==> src/dlr_pkg.sv <==
// Shared constants and types for the dialer hook, hold and hands-free block
package dlr_pkg;

  // ==========================================================================
  // Register map
  localparam logic [7:0] DLR_ADDR_DIAL = 8'h16;
  localparam logic [7:0] DLR_ADDR_MODE = 8'h17;

  // ==========================================================================
  // Dialer register field positions
  localparam int DLR_BIT_HF_PIN = 0;
  localparam int DLR_BIT_HF_ST = 1;
  localparam int DLR_BIT_HOLD_PIN = 2;
  localparam int DLR_BIT_HOLD_ST = 3;
  localparam int DLR_BIT_HOOK_PIN = 4;
  localparam int DLR_BIT_AUTO = 5;
  localparam int DLR_BIT_BREAK = 6;
  localparam int DLR_BIT_MUTE = 7;

  // ==========================================================================
  // Values after reset and the fixed interrupt vector
  localparam logic DLR_RST_AUTO = 1'b0;
  localparam logic DLR_RST_BREAK_FLOAT = 1'b1;
  localparam logic DLR_RST_MUTE_FLOAT = 1'b1;
  localparam logic DLR_RST_HOOK_LVL = 1'b1;
  localparam logic DLR_RST_HOLD_LVL = 1'b1;
  localparam logic DLR_RST_HF_LVL = 1'b0;
  localparam logic [7:0] DLR_IRQ_VECTOR = 8'h18;

  // ==========================================================================
  // Operating modes and hook status
  typedef enum logic [3:0] {
    DLR_MODE_NORMAL = 4'h1,
    DLR_MODE_GREEN = 4'h2,
    DLR_MODE_SLEEP = 4'h4,
    DLR_MODE_IDLE = 4'h8
  } dlr_mode_t;

  typedef enum logic [1:0] {
    DLR_ON_HOOK = 2'h1,
    DLR_OFF_HOOK = 2'h2
  } dlr_hook_t;

  localparam dlr_mode_t DLR_RST_MODE = DLR_MODE_NORMAL;
  localparam dlr_hook_t DLR_RST_HOOK = DLR_ON_HOOK;

  // Accept only the four one-hot mode codes
  function automatic logic dlr_mode_ok(input logic [3:0] code);
    dlr_mode_ok = (code == DLR_MODE_NORMAL) || (code == DLR_MODE_GREEN) ||
                  (code == DLR_MODE_SLEEP) || (code == DLR_MODE_IDLE);
  endfunction

endpackage

==> src/dlr_line_ctrl.sv <==
// Dialer hook, hold-line and hands-free line control top level
//
// Notes on behaviour
// Mute pin is open drain, pulled low only by software setting.
// Line-break pin is open drain, set only by software.
// Line make output high means line made, low means broken.
// Hook pin rising edge gives on-hook status and dialer interrupt.
// Hook pin falling edge gives off-hook, clears hold and hands-free, interrupts.
// Hold request low pulse clears hands-free, toggles hold, interrupts.
// Hold request acts only while line make output is high.
// Hands-free request high pulse clears hold, toggles hands-free, interrupts.
// Hold state high forces the line made.
// Hands-free state high forces the line made.
// Line make output held low while automatic enable bit is clear.
// On-hook with hold: hold request edge raises no interrupt.
// Function runs in normal, green, sleep modes; suspended in idle.
// Automatic line make low only on-hook with hold and hands-free clear.
// Pins synchronised; each edge acted on at most once.
//
// The placing of the registers and the strobed register port were left to the implementer.
`timescale 1ns/1ps
`default_nettype none
module dlr_line_ctrl
  import dlr_pkg::*;
(
  input wire logic clock_i,
  input wire logic rst_n_i,
  input wire logic hook_switch_in_i,
  input wire logic hold_request_in_i,
  input wire logic handsfree_request_in_i,
  input wire logic [7:0] bus_addr_i,
  input wire logic [7:0] bus_wdata_i,
  input wire logic bus_wr_i,
  input wire logic bus_rd_i,
  output logic [7:0] bus_rdata_o,
  output logic hold_line_state_o,
  output logic handsfree_state_o,
  output logic line_make_out_o,
  output logic line_break_out_o,
  output logic line_break_out_oe_o,
  output logic mute_out_o,
  output logic mute_out_oe_o,
  output logic dialer_irq_o,
  output logic [7:0] dialer_irq_vector_o
);

  // ==========================================================================
  // Pin synchronisers
  logic hook_lvl;
  logic hook_rise;
  logic hook_fall;
  logic hold_lvl;
  logic hold_fall;
  logic hf_lvl;
  logic hf_rise;

  dlr_sync_edge #(.RST_LEVEL(DLR_RST_HOOK_LVL)) u_hook_sync (
    .clock_i(clock_i),
    .rst_n_i(rst_n_i),
    .pin_i(hook_switch_in_i),
    .level_o(hook_lvl),
    .rise_o(hook_rise),
    .fall_o(hook_fall)
  );

  dlr_sync_edge #(.RST_LEVEL(DLR_RST_HOLD_LVL)) u_hold_sync (
    .clock_i(clock_i),
    .rst_n_i(rst_n_i),
    .pin_i(hold_request_in_i),
    .level_o(hold_lvl),
    .rise_o(),
    .fall_o(hold_fall)
  );

  dlr_sync_edge #(.RST_LEVEL(DLR_RST_HF_LVL)) u_hf_sync (
    .clock_i(clock_i),
    .rst_n_i(rst_n_i),
    .pin_i(handsfree_request_in_i),
    .level_o(hf_lvl),
    .rise_o(hf_rise),
    .fall_o()
  );

  // ==========================================================================
  // Register port
  logic auto_en;
  logic break_float;
  logic mute_float;
  dlr_mode_t mode;
  logic [4:0] status;

  assign status = {hook_lvl, hold_line_state_o, hold_lvl, handsfree_state_o, hf_lvl};

  dlr_regs u_regs (
    .clock_i(clock_i),
    .rst_n_i(rst_n_i),
    .bus_addr_i(bus_addr_i),
    .bus_wdata_i(bus_wdata_i),
    .bus_wr_i(bus_wr_i),
    .bus_rd_i(bus_rd_i),
    .status_i(status),
    .bus_rdata_o(bus_rdata_o),
    .auto_en_o(auto_en),
    .break_float_o(break_float),
    .mute_float_o(mute_float),
    .mode_o(mode)
  );

  // ==========================================================================
  // Dialer state
  dlr_hook_t hook_st;
  logic hold_st;
  logic hf_st;
  logic irq;
  logic make;
  logic brk_oe;
  logic mute_oe;
  dlr_hook_t next_hook_st;
  logic next_hold_st;
  logic next_hf_st;
  logic next_irq;
  logic next_make;
  logic next_brk_oe;
  logic next_mute_oe;
  logic active;

  assign active = (mode != DLR_MODE_IDLE);

  always_comb begin
    next_hook_st = hook_st;
    next_hold_st = hold_st;
    next_hf_st = hf_st;
    next_irq = 1'b0;
    if (active) begin
      if (hold_fall && make) begin
        next_hf_st = 1'b0;
        next_hold_st = !hold_st;
        if (!(hook_st == DLR_ON_HOOK && hold_st)) begin
          next_irq = 1'b1;
        end
      end
      if (hf_rise) begin
        next_hold_st = 1'b0;
        next_hf_st = !next_hf_st;
        next_irq = 1'b1;
      end
      if (hook_rise) begin
        next_hook_st = DLR_ON_HOOK;
        next_irq = 1'b1;
      end
      if (hook_fall) begin
        next_hook_st = DLR_OFF_HOOK;
        next_hold_st = 1'b0;
        next_hf_st = 1'b0;
        next_irq = 1'b1;
      end
    end
    // Line made while auto_en is set, unless on-hook with both states clear
    case (next_hook_st)
      DLR_ON_HOOK: next_make = auto_en && (next_hold_st || next_hf_st);
      DLR_OFF_HOOK: next_make = auto_en;
      default: next_make = 1'b0;
    endcase
    next_brk_oe = !break_float;
    next_mute_oe = !mute_float;
  end

  always_ff @(posedge clock_i) begin
    if (!rst_n_i) begin
      hook_st <= DLR_RST_HOOK;
      hold_st <= 1'b0;
      hf_st <= 1'b0;
      irq <= 1'b0;
      make <= 1'b0;
      brk_oe <= 1'b0;
      mute_oe <= 1'b0;
    end else begin
      hook_st <= next_hook_st;
      hold_st <= next_hold_st;
      hf_st <= next_hf_st;
      irq <= next_irq;
      make <= next_make;
      brk_oe <= next_brk_oe;
      mute_oe <= next_mute_oe;
    end
  end

  // ==========================================================================
  // Outputs
  assign hold_line_state_o = hold_st;
  assign handsfree_state_o = hf_st;
  assign line_make_out_o = make;
  assign line_break_out_o = 1'b0;
  assign line_break_out_oe_o = brk_oe;
  assign mute_out_o = 1'b0;
  assign mute_out_oe_o = mute_oe;
  assign dialer_irq_o = irq;
  assign dialer_irq_vector_o = DLR_IRQ_VECTOR;

  // ==========================================================================
  // Checks
  chk_mute_sw_drive: assert property (@(posedge clock_i) disable iff (!rst_n_i)
    bus_wr_i && bus_addr_i == DLR_ADDR_DIAL |-> ##2 (mute_out_oe_o == !$past(bus_wdata_i[DLR_BIT_MUTE], 2)))
    else $error("mute drive does not follow software");

  chk_break_sw_only: assert property (@(posedge clock_i) disable iff (!rst_n_i)
    !bus_wr_i [*2] |=> $stable(line_break_out_oe_o))
    else $error("line break changed without a write");

  chk_make_level: assert property (@(posedge clock_i) disable iff (!rst_n_i)
    line_make_out_o |-> $past(auto_en) && (hook_st == DLR_OFF_HOOK || hold_st || hf_st))
    else $error("line made without cause");

  chk_onhook_rise: assert property (@(posedge clock_i) disable iff (!rst_n_i)
    hook_rise && active |=> hook_st == DLR_ON_HOOK && dialer_irq_o)
    else $error("hook rise not handled");

  chk_offhook_fall: assert property (@(posedge clock_i) disable iff (!rst_n_i)
    hook_fall && active |=> hook_st == DLR_OFF_HOOK && !hold_line_state_o && !handsfree_state_o && dialer_irq_o)
    else $error("hook fall not handled");

  chk_hold_toggle: assert property (@(posedge clock_i) disable iff (!rst_n_i)
    hold_fall && active && make && !hf_rise && !hook_rise && !hook_fall
    |=> hold_line_state_o != $past(hold_line_state_o) && !handsfree_state_o)
    else $error("hold request not handled");

  chk_hold_ignored: assert property (@(posedge clock_i) disable iff (!rst_n_i)
    hold_fall && !make && !hf_rise && !hook_fall |=> $stable(hold_line_state_o))
    else $error("hold request acted on while line broken");

  chk_hf_toggle: assert property (@(posedge clock_i) disable iff (!rst_n_i)
    hf_rise && active && !hold_fall && !hook_fall
    |=> handsfree_state_o != $past(handsfree_state_o) && !hold_line_state_o && dialer_irq_o)
    else $error("hands-free request not handled");

  chk_hold_makes: assert property (@(posedge clock_i) disable iff (!rst_n_i)
    hold_line_state_o && auto_en && $stable(auto_en) |=> line_make_out_o || !hold_line_state_o)
    else $error("hold state does not make the line");

  chk_hf_makes: assert property (@(posedge clock_i) disable iff (!rst_n_i)
    handsfree_state_o && auto_en && $stable(auto_en) |=> line_make_out_o || !handsfree_state_o)
    else $error("hands-free state does not make the line");

  chk_auto_off: assert property (@(posedge clock_i) disable iff (!rst_n_i)
    !auto_en |=> !line_make_out_o)
    else $error("line made with automatic control off");

  chk_hold_noirq: assert property (@(posedge clock_i) disable iff (!rst_n_i)
    hold_fall && hook_st == DLR_ON_HOOK && hold_st && !hf_rise && !hook_rise && !hook_fall |=> !dialer_irq_o)
    else $error("interrupt raised on-hook with hold");

  chk_idle_freeze: assert property (@(posedge clock_i) disable iff (!rst_n_i)
    !active |=> $stable(hold_line_state_o) && $stable(handsfree_state_o) && !dialer_irq_o)
    else $error("dialer state changed in idle");

  chk_break_when_idle_hook: assert property (@(posedge clock_i) disable iff (!rst_n_i)
    auto_en && hook_st == DLR_ON_HOOK && !hold_st && !hf_st && $stable(auto_en) && $stable(hook_st)
    |-> !line_make_out_o)
    else $error("line made on-hook with no hold or hands-free");

  chk_edge_once: assert property (@(posedge clock_i) disable iff (!rst_n_i)
    hook_rise |=> !hook_rise && !hook_fall)
    else $error("hook edge reported twice");

  chk_irq_vector: assert property (@(posedge clock_i) disable iff (!rst_n_i)
    dialer_irq_o |-> dialer_irq_vector_o == DLR_IRQ_VECTOR)
    else $error("dialer interrupt vector wrong");

  chk_mute_data_low: assert property (@(posedge clock_i) disable iff (!rst_n_i)
    mute_out_oe_o |-> !mute_out_o)
    else $error("mute pin driven high");

  chk_break_data_low: assert property (@(posedge clock_i) disable iff (!rst_n_i)
    line_break_out_oe_o |-> !line_break_out_o)
    else $error("line break pin driven high");

  chk_break_follows_sw: assert property (@(posedge clock_i) disable iff (!rst_n_i)
    bus_wr_i && bus_addr_i == DLR_ADDR_DIAL |-> ##2 (line_break_out_oe_o == !$past(bus_wdata_i[DLR_BIT_BREAK], 2)))
    else $error("line break drive does not follow software");

  chk_irq_has_cause: assert property (@(posedge clock_i) disable iff (!rst_n_i)
    !(hook_rise || hook_fall || hf_rise || hold_fall) |=> !dialer_irq_o)
    else $error("interrupt raised without a pin event");

  chk_auto_make_table: assert property (@(posedge clock_i) disable iff (!rst_n_i)
    auto_en |=> line_make_out_o == (hook_st == DLR_OFF_HOOK || hold_st || hf_st))
    else $error("line make does not match hook, hold and hands-free");

  chk_hold_clears_hf: assert property (@(posedge clock_i) disable iff (!rst_n_i)
    hold_fall && active && make && !hf_rise |=> !handsfree_state_o)
    else $error("hold request left hands-free set");

  chk_hold_irq: assert property (@(posedge clock_i) disable iff (!rst_n_i)
    hold_fall && active && make && !(hook_st == DLR_ON_HOOK && hold_st) |=> dialer_irq_o)
    else $error("hold request raised no interrupt");

  chk_states_quiet: assert property (@(posedge clock_i) disable iff (!rst_n_i)
    !(hook_fall || hf_rise || hold_fall) |=> $stable(hold_line_state_o) && $stable(handsfree_state_o))
    else $error("state changed without a pin event");

  chk_hook_quiet: assert property (@(posedge clock_i) disable iff (!rst_n_i)
    !hook_rise && !hook_fall |=> $stable(hook_st))
    else $error("hook status changed without a hook edge");

endmodule // dlr_line_ctrl
`default_nettype wire

==> src/dlr_sync_edge.sv <==
// Two-stage pin synchroniser with edge detection
`timescale 1ns/1ps
`default_nettype none
module dlr_sync_edge
  import dlr_pkg::*;
#(
  parameter logic RST_LEVEL = 1'b0
) (
  input wire logic clock_i,
  input wire logic rst_n_i,
  input wire logic pin_i,
  output logic level_o,
  output logic rise_o,
  output logic fall_o
);

  // ==========================================================================
  // Synchroniser and edge history
  logic meta;
  logic sync;
  logic prev;
  logic next_meta;
  logic next_sync;
  logic next_prev;

  always_comb begin
    next_meta = pin_i;
    next_sync = meta;
    next_prev = sync;
  end

  always_ff @(posedge clock_i) begin
    if (!rst_n_i) begin
      meta <= RST_LEVEL;
      sync <= RST_LEVEL;
      prev <= RST_LEVEL;
    end else begin
      meta <= next_meta;
      sync <= next_sync;
      prev <= next_prev;
    end
  end

  // One pulse per transition
  assign level_o = sync;
  assign rise_o = sync && !prev;
  assign fall_o = !sync && prev;

endmodule // dlr_sync_edge
`default_nettype wire

==> src/dlr_regs.sv <==
// Register port slave: dialer control bits and operating mode
`timescale 1ns/1ps
`default_nettype none
module dlr_regs
  import dlr_pkg::*;
(
  input wire logic clock_i,
  input wire logic rst_n_i,
  input wire logic [7:0] bus_addr_i,
  input wire logic [7:0] bus_wdata_i,
  input wire logic bus_wr_i,
  input wire logic bus_rd_i,
  input wire logic [4:0] status_i,
  output logic [7:0] bus_rdata_o,
  output logic auto_en_o,
  output logic break_float_o,
  output logic mute_float_o,
  output dlr_mode_t mode_o
);

  // ==========================================================================
  // Control registers
  logic auto_en;
  logic break_float;
  logic mute_float;
  dlr_mode_t mode;
  logic [7:0] rdata;
  logic next_auto_en;
  logic next_break_float;
  logic next_mute_float;
  dlr_mode_t next_mode;
  logic [7:0] next_rdata;

  always_comb begin
    next_auto_en = auto_en;
    next_break_float = break_float;
    next_mute_float = mute_float;
    next_mode = mode;
    next_rdata = 8'h00;
    if (bus_wr_i && bus_addr_i == DLR_ADDR_DIAL) begin
      next_auto_en = bus_wdata_i[DLR_BIT_AUTO];
      next_break_float = bus_wdata_i[DLR_BIT_BREAK];
      next_mute_float = bus_wdata_i[DLR_BIT_MUTE];
    end
    if (bus_wr_i && bus_addr_i == DLR_ADDR_MODE && dlr_mode_ok(bus_wdata_i[3:0])) begin
      next_mode = dlr_mode_t'(bus_wdata_i[3:0]);
    end
    if (bus_rd_i) begin
      case (bus_addr_i)
        DLR_ADDR_DIAL: next_rdata = {mute_float, break_float, auto_en, status_i};
        DLR_ADDR_MODE: next_rdata = {4'h0, mode};
        default: next_rdata = 8'h00;
      endcase
    end
  end

  always_ff @(posedge clock_i) begin
    if (!rst_n_i) begin
      auto_en <= DLR_RST_AUTO;
      break_float <= DLR_RST_BREAK_FLOAT;
      mute_float <= DLR_RST_MUTE_FLOAT;
      mode <= DLR_RST_MODE;
      rdata <= 8'h00;
    end else begin
      auto_en <= next_auto_en;
      break_float <= next_break_float;
      mute_float <= next_mute_float;
      mode <= next_mode;
      rdata <= next_rdata;
    end
  end

  assign bus_rdata_o = rdata;
  assign auto_en_o = auto_en;
  assign break_float_o = break_float;
  assign mute_float_o = mute_float;
  assign mode_o = mode;

endmodule // dlr_regs
`default_nettype wire

==> config.mk <==
export PLATFORM = sky130hd
export DESIGN_NAME = dlr_line_ctrl
export DESIGN_NICKNAME = d
export VERILOG_FILES = /design/src/dlr_pkg.sv /design/src/dlr_line_ctrl.sv /design/src/dlr_sync_edge.sv /design/src/dlr_regs.sv
export SDC_FILE = /design/constraint.sdc
export NUM_CORES = 1
export LEC_CHECK = 0
export BUFFER_PORTS_ARGS = -buffer_cell sky130_fd_sc_hd__buf_4
export CAP_MARGIN = 20
export CORE_MARGIN = 2
export CORE_UTILIZATION = 45
export CTS_CLUSTER_SIZE = 14
export DETAILED_ROUTE_END_ITERATION = 8
export PLACE_DENSITY = 0.72
export SETUP_SLACK_MARGIN = 0.2
export SYNTH_ARGS = -nofsm -noshare
export SYNTH_HDL_FRONTEND = slang
export SYNTH_SLANG_ARGS = --single-unit
==> constraint.sdc <==
create_clock -name clock_i -period 5 [get_ports clock_i]
set_input_delay 0.25 -clock clock_i [delete_from_list [all_inputs] [get_ports clock_i]]
set_output_delay 0.25 -clock clock_i [all_outputs]
set_load 0.01 [all_outputs]
==> Word level (Yosys, flattened, before mapping) <==
Cells that the tools add are included.
{ "word_totals": {"reg_bits": 32, "inputBits": 23, "out_inout_bits": 24, "wordCells": 74} }
{ "op_classes": {"eq_ne": 10, "mux": 19, "reduce_logical": 24} }
{ "ops": {"columns": ["cell", "count"], "rows": [
  ["== test 8 x 5 -> 1 bit (second input constant)", 2],
  ["case mux 8 bit (2 select lines)", 1],
  ["two-way mux 1 bit", 14],
  ["logical AND 1 bit", 10],
  ["logical NOT 1 bit", 8],
  ["two-way mux 2 bit", 3],
  ["== test 2 x 1 -> 1 bit (second input constant)", 2],
  ["== test 4 x 1 -> 1 bit (second input constant)", 1],
  ["== test 4 x 2 -> 1 bit (second input constant)", 1],
  ["== test 4 x 3 -> 1 bit (second input constant)", 1],
  ["== test 4 bit (second input constant)", 1],
  ["logical OR 1 bit", 4],
  ["inequality test 4 bit (second input constant)", 1],
  ["AND reduction 2 bit", 2],
  ["== test 2 bit (second input constant)", 1],
  ["case mux 1 bit (2 select lines)", 1]
]} }

==> Logic depth before layout (Yosys ltp) <==
Gate-level depths: netlist of run 1.
{ "depth": {"word_depth": 12, "mapped_depth": 9} }

==> By module <==
From an unflattened synthesis of run 1, not the netlist that was laid out.
{ "hier_totals": {"hier_cells": 140, "hier_area_um2": 1391.3} }
{ "by_module_without_submodules": {"columns": ["mod", "n_inst", "cells_each", "area_each_um2", "seq_area_each_um2"], "rows": [
  ["dlr_regs", 1, 60, 626.9, 300.3],
  ["dlr_line_ctrl", 1, 56, 490.5, 160.2],
  ["dlr_sync_edge", 3, 8, 91.3, 60.1]
]} }

==> Worst setup path after synthesis of run 1 <==
Ideal clock, no wire load.
{ "synth_timing": {"kind": "flip-flop to flip-flop", "from": "register u_regs.mode[2] (netlist: u_regs.mode_o[2])", "to": "register make (netlist: line_make_out_o)", "setup_ps": 69, "t_arrival_ps": 1855, "required_time_ps": 4931, "path_slack_ps": 3076, "stages_incl_launch_ff": 10, "path_buffers": 0, "period_less_slack_ps": 1924, "cell_sequence": "dfxtp_1 > or4b_4 > a21oi_2 > o21ai_2 > inv_1 > ha_1 > and3b_1 > o2111a_1 > a21oi_1 > o21ai_1"} }
{ "synth_between": {"word_cells_on_any_way": 9, "cone_classes": "eq/ne (3); mux (4); reduce/logical (2)"} }
{ "synth_rtl": {"columns": ["item", "line", "source"], "rows": [
  ["start: declaration", "dlr_regs.sv:26", "dlr_mode_t mode;"],
  ["start signal: assignment", "dlr_regs.sv:68", "mode <= next_mode;"],
  ["inequality test 4 bit (*)", "dlr_line_ctrl.sv:127", "assign active = (mode != DLR_MODE_IDLE);"],
  ["two-way mux 2 bit (*)", "dlr_line_ctrl.sv:134", "if (active) begin"],
  ["via next_hook_st[1]", "dlr_line_ctrl.sv:118", "dlr_hook_t next_hook_st;"],
  ["== test 2 bit or == test 2 x 1 -> 1 bit (tied branches)", "dlr_line_ctrl.sv:159", "case (next_hook_st)"],
  ["case mux 1 bit (2 select lines) (*)", "dlr_line_ctrl.sv:159", null],
  ["end signal: assignment", "dlr_line_ctrl.sv:182", "make <= next_make;"],
  ["end: declaration", "dlr_line_ctrl.sv:115", "logic make;"]
]} }
The timed path passes the listed nets; every way through them passes the cells marked *.
A chain may end at the register's enable or synchronous reset.

==> Worst setup path in the final report of run 1 <==
Same ends and word-level chain as after synthesis.

==> flow_summary.ini, run 1 <==
[clock_network]
cts_num_sinks = 32
clock_latency_ns = 0.32
cts_tree = built
cts_max_path_buffers = 2
cts_buffers = 5
hold_buffers = 0
cts_setup_buffers = 0
clk_pin_slew_worst_paths_ns = 0.09
htree_levels = 2
cts.repair.resized = 0
cts_root_buf = clkbuf_4

[synth]
yosys_warnings = 0
ys_seq_elements = 32
yosysSeqAreaShare_pct = 45.23
synth_edf_count = 0
yosysUniqueCellTypes = 43
synth_area_mm2 = 0.001416
synth_ff_type = dfxtp_1
yosys-top-cells-area = dfxtp_1, mux2i_1, buf_4
synthArstFlopShare_pct = 0
syn_inst = 144
yosysTopAreaCell = dfxtp_1
synth_top_area_share_pct = 45.23
avgSynthCellArea_um2 = 9.836

[final_layout]
fin_cells = 223
final_core_util_pct = 57.27
n_fill_cell = 272
final_cell_mix = buf_4, dfxtp_1, nand2_1
syn2layout_area_growth_pct = 22.44
num_antenna_cells = 0
multi_input_area_um2 = 699.4
seqCellArea_um2 = 640.6
final_common_cell = buf_4
final_nets = 204
largest_reg_flops = 8
drive_above_1_share_pct = 26.82
design_area_mm2 = 0.001734

[grt]
grt.total_usage_pct = 16.50
grt_max_degree = 30
grt_overflow = 0
grt_pass1_vias = 982
antenna_found_initial = 0
grt_pass1_wl_mm = 4.278

[sta]
drv_slew = 0
hold_viol = 0
fmax_mhz = 460.4
finalSetupViolCount = 0
post-route-min-period_ns = 2.172
setup-tns-final_ns = 0
fin_skew_ns = 0.007787
worst_slack_ns = 2.828
period_share_pct = 43.44
worst_hold_slack_ns = 0.1035
rsz0062_at_grt = no

[placed_design]
dp_slack_ns = 2.822
gp_congestion = 0.7232
portBuffers = 35
hpwl_mm = 1.924
place_area_mm2 = 0.001669
post-place-cells = 216

[floorplanning]
dieHeight_um = 60.10
die-area_mm2 = 0.003612
pin_count = 47
start_util_pct = 46.78
fp.dieW_um = 60.10
fp-row-count = 20
coreArea_mm2 = 0.003028

[run_status]
status = finished, final reports clean

[critical_path]
crit_fanout = 8
worstPathArrival_ns = 2.42
cp.required_ns = 5.25
worst_setup_path_start_kind = flip-flop
crit_chain = nor4b_4 -> o21bai_1 -> a22oi_1 -> inv_1 -> ha_1 -> and3b_1 -> o2111a_1 -> a21oi_1 -> o21ai_1
endpoint_kind = flip-flop
slowest_stage = nor4b_4
path_buf_inv = 1
max_stage_delay_ns = 0.48
crit_type = flip-flop to flip-flop
critical-path-top-delay-family = simple AND/OR/NAND/NOR gates

[route]
first_pass_iters = 4
via_per_inst = 4.744
drt_iter0_markers = 31
drcViolationCount = 0
vias = 1058
wirelength_mm = 2.534
final_antenna_net_count = 0
wl_per_cell_um = 11.36

[pwr]
peakVddDrop_uv = 154.7
leakage_nw = 0.7460
power_mw = 0.4622
clockPowerShare_pct = 34.2
p_sw_mw = 0.1012
switching_share_pct = 21.90
p_comb_share_pct = 9.0
p_per_area_mw_per_mm2 = 266.5
sequentialPowerShare_pct = 56.8
internal-power_mw = 0.3610

[flow_run]
maxCapViolCount = 0

[min_path]
min_path_type = input port to flip-flop
logic make-up after synthesis:
logic type | synth area share, %
XOR/XNOR | 1.237
other | 0.5302
AND/OR/NAND/NOR | 25.88
multiplexers | 7.774
flip-flops | 45.23
AO/OA/AOI/OAI | 10.07
adder cells (fa/ha/maj) | 1.767
buffers and inverters | 7.508
worst paths after layout:
check                     from             endpoint  slack, ns  cells after the start
min reg2reg   u_hook_sync.meta  u_hook_sync.level_o       0.41                      1
max reg2reg   u_regs.mode_o[2]      line_make_out_o       2.83                      9
min          hold_request_in_i     u_hold_sync.meta       0.10                      2
max           u_regs.mode_o[2]      line_make_out_o       2.83                      9
power by group through the flow:
stage / combinational [mW] / sequential, mW / clock (mW)
after floorplan: 0.0288 / 0.268 / 0
after global placement: 0.0401 / 0.268 / 0
after detailed placement: 0.0419 / 0.269 / 0
after CTS: 0.0420 / 0.263 / 0.163
after global routing: 0.0465 / 0.264 / 0.177
final: 0.0417 / 0.263 / 0.158
per-layer routing:
layer	vias up	wire length (µm)	GRT usage, %
li1	542	-	-
met1	476	1107	19.66
met2	33	1199	25.47
met3	7	143	6.277
met4	0	84	8.889
met5	-	0	0
final cells by class:
cell class                 count  area share (%)
clock buffer                   7           3.752
tap                           44           3.175
inverter                       3          0.6494
multi-input combinational    102           40.33
timing repair buffer          35           15.15
sequential                    32           36.94
synth_stat cells (2+ instances only):
library cell	count
clkbuf_1	4
inv_1	3
nor2b_1	6
buf_4	10
dfxtp_1	32
o21ai_1	2
nor3_1	2
xnor2_1	2
and3b_1	3
a21oi_1	3
nand2_1	12
nor2_1	6
ha_1	2
o21ai_0	2
nand2b_1	8
mux2i_1	11
conb_1	2
and2_1	9
worst register-to-register path, stage by stage (launching register included):
cell and delay, ns:
dfxtp_1 0.37, nor4b_4 0.48, o21bai_1 0.10, a22oi_1 0.25, inv_1 0.08, ha_1 0.28
and3b_1 0.26, o2111a_1 0.18, a21oi_1 0.04, o21ai_1 0.08
No activity file was read; power rests on OpenSTA's default activity.
==> run 2: changes to the inputs <==
ABC_AREA = 1   (was default)
clock period = 2.2 ns   (was 5 ns; I/O delays follow)
==> run 2 against run 1 <==
  * Routed wire length is 1.0% lower
  * Power up 130%
  * Non-clock buffer count is 5 higher
  * Design area is 3.4% higher
  * Largest power group unchanged
==> flow_summary.ini, run 2 <==
[run_status]
status = finished, final reports clean

[critical_path]
rr_endpoint = line_make_out_o
crit_cells = 11
slowest_stage = dfxtp_1
crit_type = flip-flop to flip-flop
crit_end = line_make_out_o
cp.required_ns = 2.47
timing.critical_path.from = u_regs.mode_o[3]
crit_path_frequent_cell = nor2_1
ff2ff_path_depth = 11
endpoint_kind = flip-flop
worstPathArrival_ns = 1.84
worst_setup_path_start_kind = flip-flop
path_buf_inv = 3
reg2reg_from = u_regs.mode_o[3]
max_stage_delay_ns = 0.37
crit_fanout = 5
worst-r2r-setup-slack_ns = 0.63
critical-path-top-delay-family = simple AND/OR/NAND/NOR gates
crit_chain = inv_1 -> nor2_1 -> nand2_2 -> clkinv_2 -> nor2_1 -> o22ai_2 -> inv_1 -> ha_1 -> nor2_1 -> nand2_1 -> a21oi_2

[final_layout]
final_nets = 252
final_common_cell = nand2_1
syn2layout_area_growth_pct = 26.48
drive_above_1_share_pct = 27.63
design_area_mm2 = 0.001793
num_antenna_cells = 0
fin_cells = 272
final_cell_mix = nand2_1, buf_4, dfxtp_1
largest_reg_flops = 8
n_fill_cell = 282
final_core_util_pct = 59.21

[sta]
post-route-min-period_ns = 1.572
drv_slew = 0
rsz0062_at_grt = no
fmax_mhz = 636.3
hold_viol = 0
fin_skew_ns = 0.005752
finalSetupViolCount = 0
period_share_pct = 71.44
setup-tns-final_ns = 0

[route]
vias = 1158
drt_iter0_markers = 16
final_antenna_net_count = 0
first_pass_iters = 4
wirelength_mm = 2.508
wl_per_cell_um = 9.221
via_per_inst = 4.257
drcViolationCount = 0

[synth]
synthArstFlopShare_pct = 0
ys_seq_elements = 32
synth_edf_count = 0
yosysUniqueCellTypes = 31
synth_ff_type = dfxtp_1
avgSynthCellArea_um2 = 7.704
synth_top_area_share_pct = 45.19
yosys-top-cells-area = dfxtp_1, nand2_1, inv_1
synth.most_common_cell = nand2_1
synth_common_cells = nand2_1, dfxtp_1, inv_1, nor2_1, buf_4
synth_area_mm2 = 0.001418
yosysSeqAreaShare_pct = 45.19
yosys_warnings = 0
syn_inst = 184
yosysTopAreaCell = dfxtp_1

[clock_network]
cts_buffers = 5
cts_max_path_buffers = 2
cts_root_buf = clkbuf_4
clock_latency_ns = 0.33
htree_levels = 2
cts_tree = built
cts_num_sinks = 32
cts.repair.resized = 0
clk_pin_slew_worst_paths_ns = 0.09

[pwr]
p_per_area_mw_per_mm2 = 586.1
leakage_nw = 0.8983
peakVddDrop_uv = 418.1
power_mw = 1.051

[grt]
grt_overflow = 0
grt_pass1_vias = 1007
grt_pass1_wl_mm = 4.105
grt_max_degree = 16
grt.total_usage_pct = 15.91
antenna_found_initial = 0

[min_path]
min_path_type = input port to flip-flop
hold_path_depth = 3

[floorplanning]
pin_count = 47
die-area_mm2 = 0.003615
fp-row-count = 20
start_util_pct = 46.82
dieHeight_um = 60.13
coreArea_mm2 = 0.003028
fp.dieW_um = 60.13

[placed_design]
place_area_mm2 = 0.001682
portBuffers = 35
gp_congestion = 0.7426
hpwl_mm = 1.902
post-place-cells = 259

[flow_run]
maxCapViolCount = 0
==> run 2: per-stage QoR <==
step,hold WS [ns],setup WS [ns]
detailed placement,0.2977,0.6395
CTS,0.004341,0.6151
global placement,0.2974,0.6695
global route,0.03283,0.4348
floorplan,0.2076,0.7764
finish,0.01909,0.6283
==> run 2: layout make-up <==
class	instances	area [µm²]	share of cell area [%]
Timing Repair Buffer	40	312.8	17.45
Tap cell	44	55.05	3.070
Sequential cell	32	640.6	35.73
Multi-Input combinational cell	120	615.6	34.33
Clock buffer	6	51.30	2.861
Clock inverter	2	10.01	0.5583
Inverter	28	107.6	6.001
==> run 2: how the worst min path moves through the flow <==
stage                            from               end  slack [ns]
2_1_floorplan  handsfree_request_in_i    u_hf_sync.meta        0.21
3_3_place_gp         hook_switch_in_i  u_hook_sync.meta        0.30
3_5_place_dp   handsfree_request_in_i    u_hf_sync.meta        0.30
4_1_cts                bus_wdata_i[0]  u_regs.mode_o[0]       0.004
5_1_grt                       rst_n_i  u_hold_sync.prev        0.03
6_report               bus_wdata_i[0]  u_regs.mode_o[0]        0.02
==> run 2: power by group <==
group	total, mW	switching, mW	leakage [nW]	internal [mW]
Combinational	0.114	0.0595	0.600	0.0543
Clock	0.342	0.191	0.0380	0.152
Sequential	0.595	0.00527	0.260	0.590
Total	1.05	0.255	0.898	0.796
==> run 2: logic make-up (layout without fill, tap and decap cells) <==
| family | count (synthesis) | in the layout | share of synthesized area, % |
|---|---|---|---|
| AND/OR/NAND/NOR | 90 | 90 | 30.89 |
| other | 2 | 10 | 0.5298 |
| adder cells (fa/ha/maj) | 2 | 2 | 1.765 |
| flip-flops | 32 | 32 | 45.19 |
| AO/OA/AOI/OAI | 16 | 16 | 6.884 |
| XOR/XNOR | 2 | 2 | 1.236 |
| buffers and inverters | 40 | 76 | 13.50 |
==> run 2: worst min-delay path: cells and delay by family <==
kind                   cells  cell delay (ns)
AND/OR/NAND/NOR            2             0.11
buffers and inverters      1             0.10
==> run 2: timing repair <==
| item | in CTS | in global routing |
|---|---|---|
| setup buffers | 0 | 0 |
| hold buffers | 5 | 0 |
| hold endpoints to repair | 5 | 0 |
==> run 2: layer usage <==
layer	vias to the layer above	global-route usage (%)	routed length (µm)
met5	-	0	0
met4	0	6.667	38
met3	6	5.844	152
met2	32	25.93	1180
met1	489	18.72	1136
li1	631	-	-
==> run 3: changes to the inputs <==
ABC_AREA = 0   (was 1)
clock period = 1.45 ns   (was 2.2 ns; I/O delays follow)
==> run 3 against run 2 <==
  * The run now ends with setup timing left
  * Largest power group unchanged
  * Maximum frequency is 21% lower
  * Routed wire length grew 25%
  * Highest routed layer unchanged
  * Via count shrank 2.3%
  * Critical path depth fell by 2
==> flow_summary.ini, run 3 (synthesized netlist as in run 1, its figures left out) <==
[sta]
hold_viol = 0
finalSetupViolCount = 2
rsz0062_at_grt = yes
post-route-min-period_ns = 2.002
period_share_pct = 138.1
worst_slack_ns = -0.5521
fin_skew_ns = 0.003649
drv_slew = 0
fmax_mhz = 499.5

[run_status]
violations = setup timing
status = complete, but fails checks

[critical_path]
worst-r2r-setup-slack_ns = -0.55
crit_chain = or4b_4 -> a21oi_2 -> o21ai_2 -> inv_1 -> ha_1 -> and3b_2 -> o2111a_1 -> a21oi_2 -> o21ai_1
crit_path_frequent_cell = a21oi_2
slowest_stage = or4b_4
rr_endpoint = line_make_out_o
path_buf_inv = 1
endpoint_kind = flip-flop
critical-path-top-delay-family = simple AND/OR/NAND/NOR gates
crit_type = flip-flop to flip-flop
worstPathArrival_ns = 2.27
ff2ff_path_depth = 9
crit_fanout = 3
max_stage_delay_ns = 0.54
cp.required_ns = 1.72
reg2reg_from = u_regs.mode_o[0]
worst_setup_path_start_kind = flip-flop

[clock_network]
clk_pin_slew_worst_paths_ns = 0.09
cts_root_buf = clkbuf_4
cts_max_path_buffers = 2
cts_tree = built
htree_levels = 2
cts_num_sinks = 32
clock_latency_ns = 0.33
cts_buffers = 5

[grt]
grtUsageMet2_pct = 33.39
met1_usage_pct = 22.78
grt_max_degree = 30
antenna_found_initial = 0
grt_pass1_wl_mm = 5.133
top_usage_layer = met2
grt_overflow = 0
grt.total_usage_pct = 19.29
grt_pass1_vias = 1156
grtUsageMet3_pct = 5.411

[pwr]
p_per_area_mw_per_mm2 = 848.5
switching_share_pct = 22.94
leakage_nw = 0.8407
p_sw_mw = 0.3758
peakVddDrop_uv = 520.2
p_comb_share_pct = 10.5
clockPowerShare_pct = 34.2
sequentialPowerShare_pct = 55.3
internal-power_mw = 1.262

[floorplanning]
die-area_mm2 = 0.003612
fp.dieW_um = 60.10
fp-row-count = 20
dieHeight_um = 60.10
start_util_pct = 46.78
coreArea_mm2 = 0.003028
pin_count = 47

[min_path]
hp-start = bus_wdata_i[2]
min_to = u_regs.mode_o[2]
min_path_type = input port to flip-flop
hold_path_depth = 3

[final_layout]
num_antenna_cells = 0
final_core_util_pct = 63.76
n_fill_cell = 273
final_common_cell = buf_4
drive_above_1_share_pct = 36.87
design_area_mm2 = 0.001931
largest_reg_flops = 8
syn2layout_area_growth_pct = 36.31
final_nets = 223
final_cell_mix = buf_4, dfxtp_1, nand2_1

[flow_run]
maxCapViolCount = 0

[route]
wl_per_cell_um = 12.96
first_pass_iters = 3
vias = 1131
drt_iter0_markers = 45
final_antenna_net_count = 0
via_per_inst = 4.674
wirelength_mm = 3.137
drcViolationCount = 0

[placed_design]
hpwl_mm = 2.254
portBuffers = 35
place_area_mm2 = 0.001759
gp_congestion = 0.7385
==> run 3: changes by cell type in the layout (fill, tap and decap cells not counted), sizes merged, moves of 4 or more <==
cell	change
nand3	-7
nor2	-12
nand2b	+8
buf	+14
nand2	-38
nor2b	+6
and2	+9
inv	-23
nor3	-4
or2	-4
clkinv	-4
mux2i	+11
==> run 3: timing repair <==
item / CTS / global route
pin swaps: 8 / 3
setup endpoints to repair: 6 / 6
hold endpoints to repair: 5 / 0
resized for setup: 8 / 6
buffers inserted: 2 / 0
hold buffers: 5 / 0
==> run 3: area by class of cell <==
class                      instances  area, µm²  area share [%]
clock buffer                       7      65.06           3.370
inverter                           3      11.26          0.5833
multi-input combinational        102      725.7           37.59
sequential                        32      648.1           33.57
tap                               44      55.05           2.852
timing repair buffer              54      425.4           22.04
==> run 3: layer usage <==
metal,wire length [µm],vias up
met5,0,-
met4,40,0
met3,96,6
met2,1666,17
met1,1333,530
li1,-,578
==> run 3: worst max-delay path by stage <==
stage	start	endpoint	slack [ns]	cells past startpoint
2_1_floorplan	u_regs.mode_o[2]	line_make_out_o	-0.47	9
3_3_place_gp	u_regs.mode_o[2]	line_make_out_o	-0.47	9
3_5_place_dp	u_regs.mode_o[2]	line_make_out_o	-0.57	9
4_1_cts	u_regs.mode_o[0]	line_make_out_o	-0.57	9
5_1_grt	u_regs.mode_o[0]	line_make_out_o	-0.64	9
6_report	u_regs.mode_o[0]	line_make_out_o	-0.55	9
==> run 3: power by group through the flow <==
stage | sequential (mW) | clock (mW) | combinational, mW
6_report | 0.905 | 0.561 | 0.172
5_1_grt | 0.908 | 0.611 | 0.190
4_1_cts | 0.904 | 0.566 | 0.168
3_5_place_dp | 0.926 | 0 | 0.156
3_3_place_gp | 0.925 | 0 | 0.151
2_1_floorplan | 0.925 | 0 | 0.0994
==> run 3: tightest hold or removal path, delay by kind of cell <==
| family | cells | cell delay (ns) |
|---|---|---|
| buffers and inverters | 1 | 0.12 |
| AND/OR/NAND/NOR | 1 | 0.05 |
| multiplexers | 1 | 0.06 |
==> run 3: per-stage QoR <==
step	instances	worst slack [ns]	hold WS, ns	total power [mW]	TNS [ns]
floorplan	152	-0.4696	0.1740	1.024	-0.4696
global placement	228	-0.4750	0.2546	1.077	-0.4981
detailed placement	228	-0.5692	0.2585	1.082	-0.6558
CTS	242	-0.5664	0.0002601	1.638	-0.6414
global route	242	-0.6397	0.007835	1.708	-0.7710
finish	242	-0.5521	0.01144	1.638	-0.5878
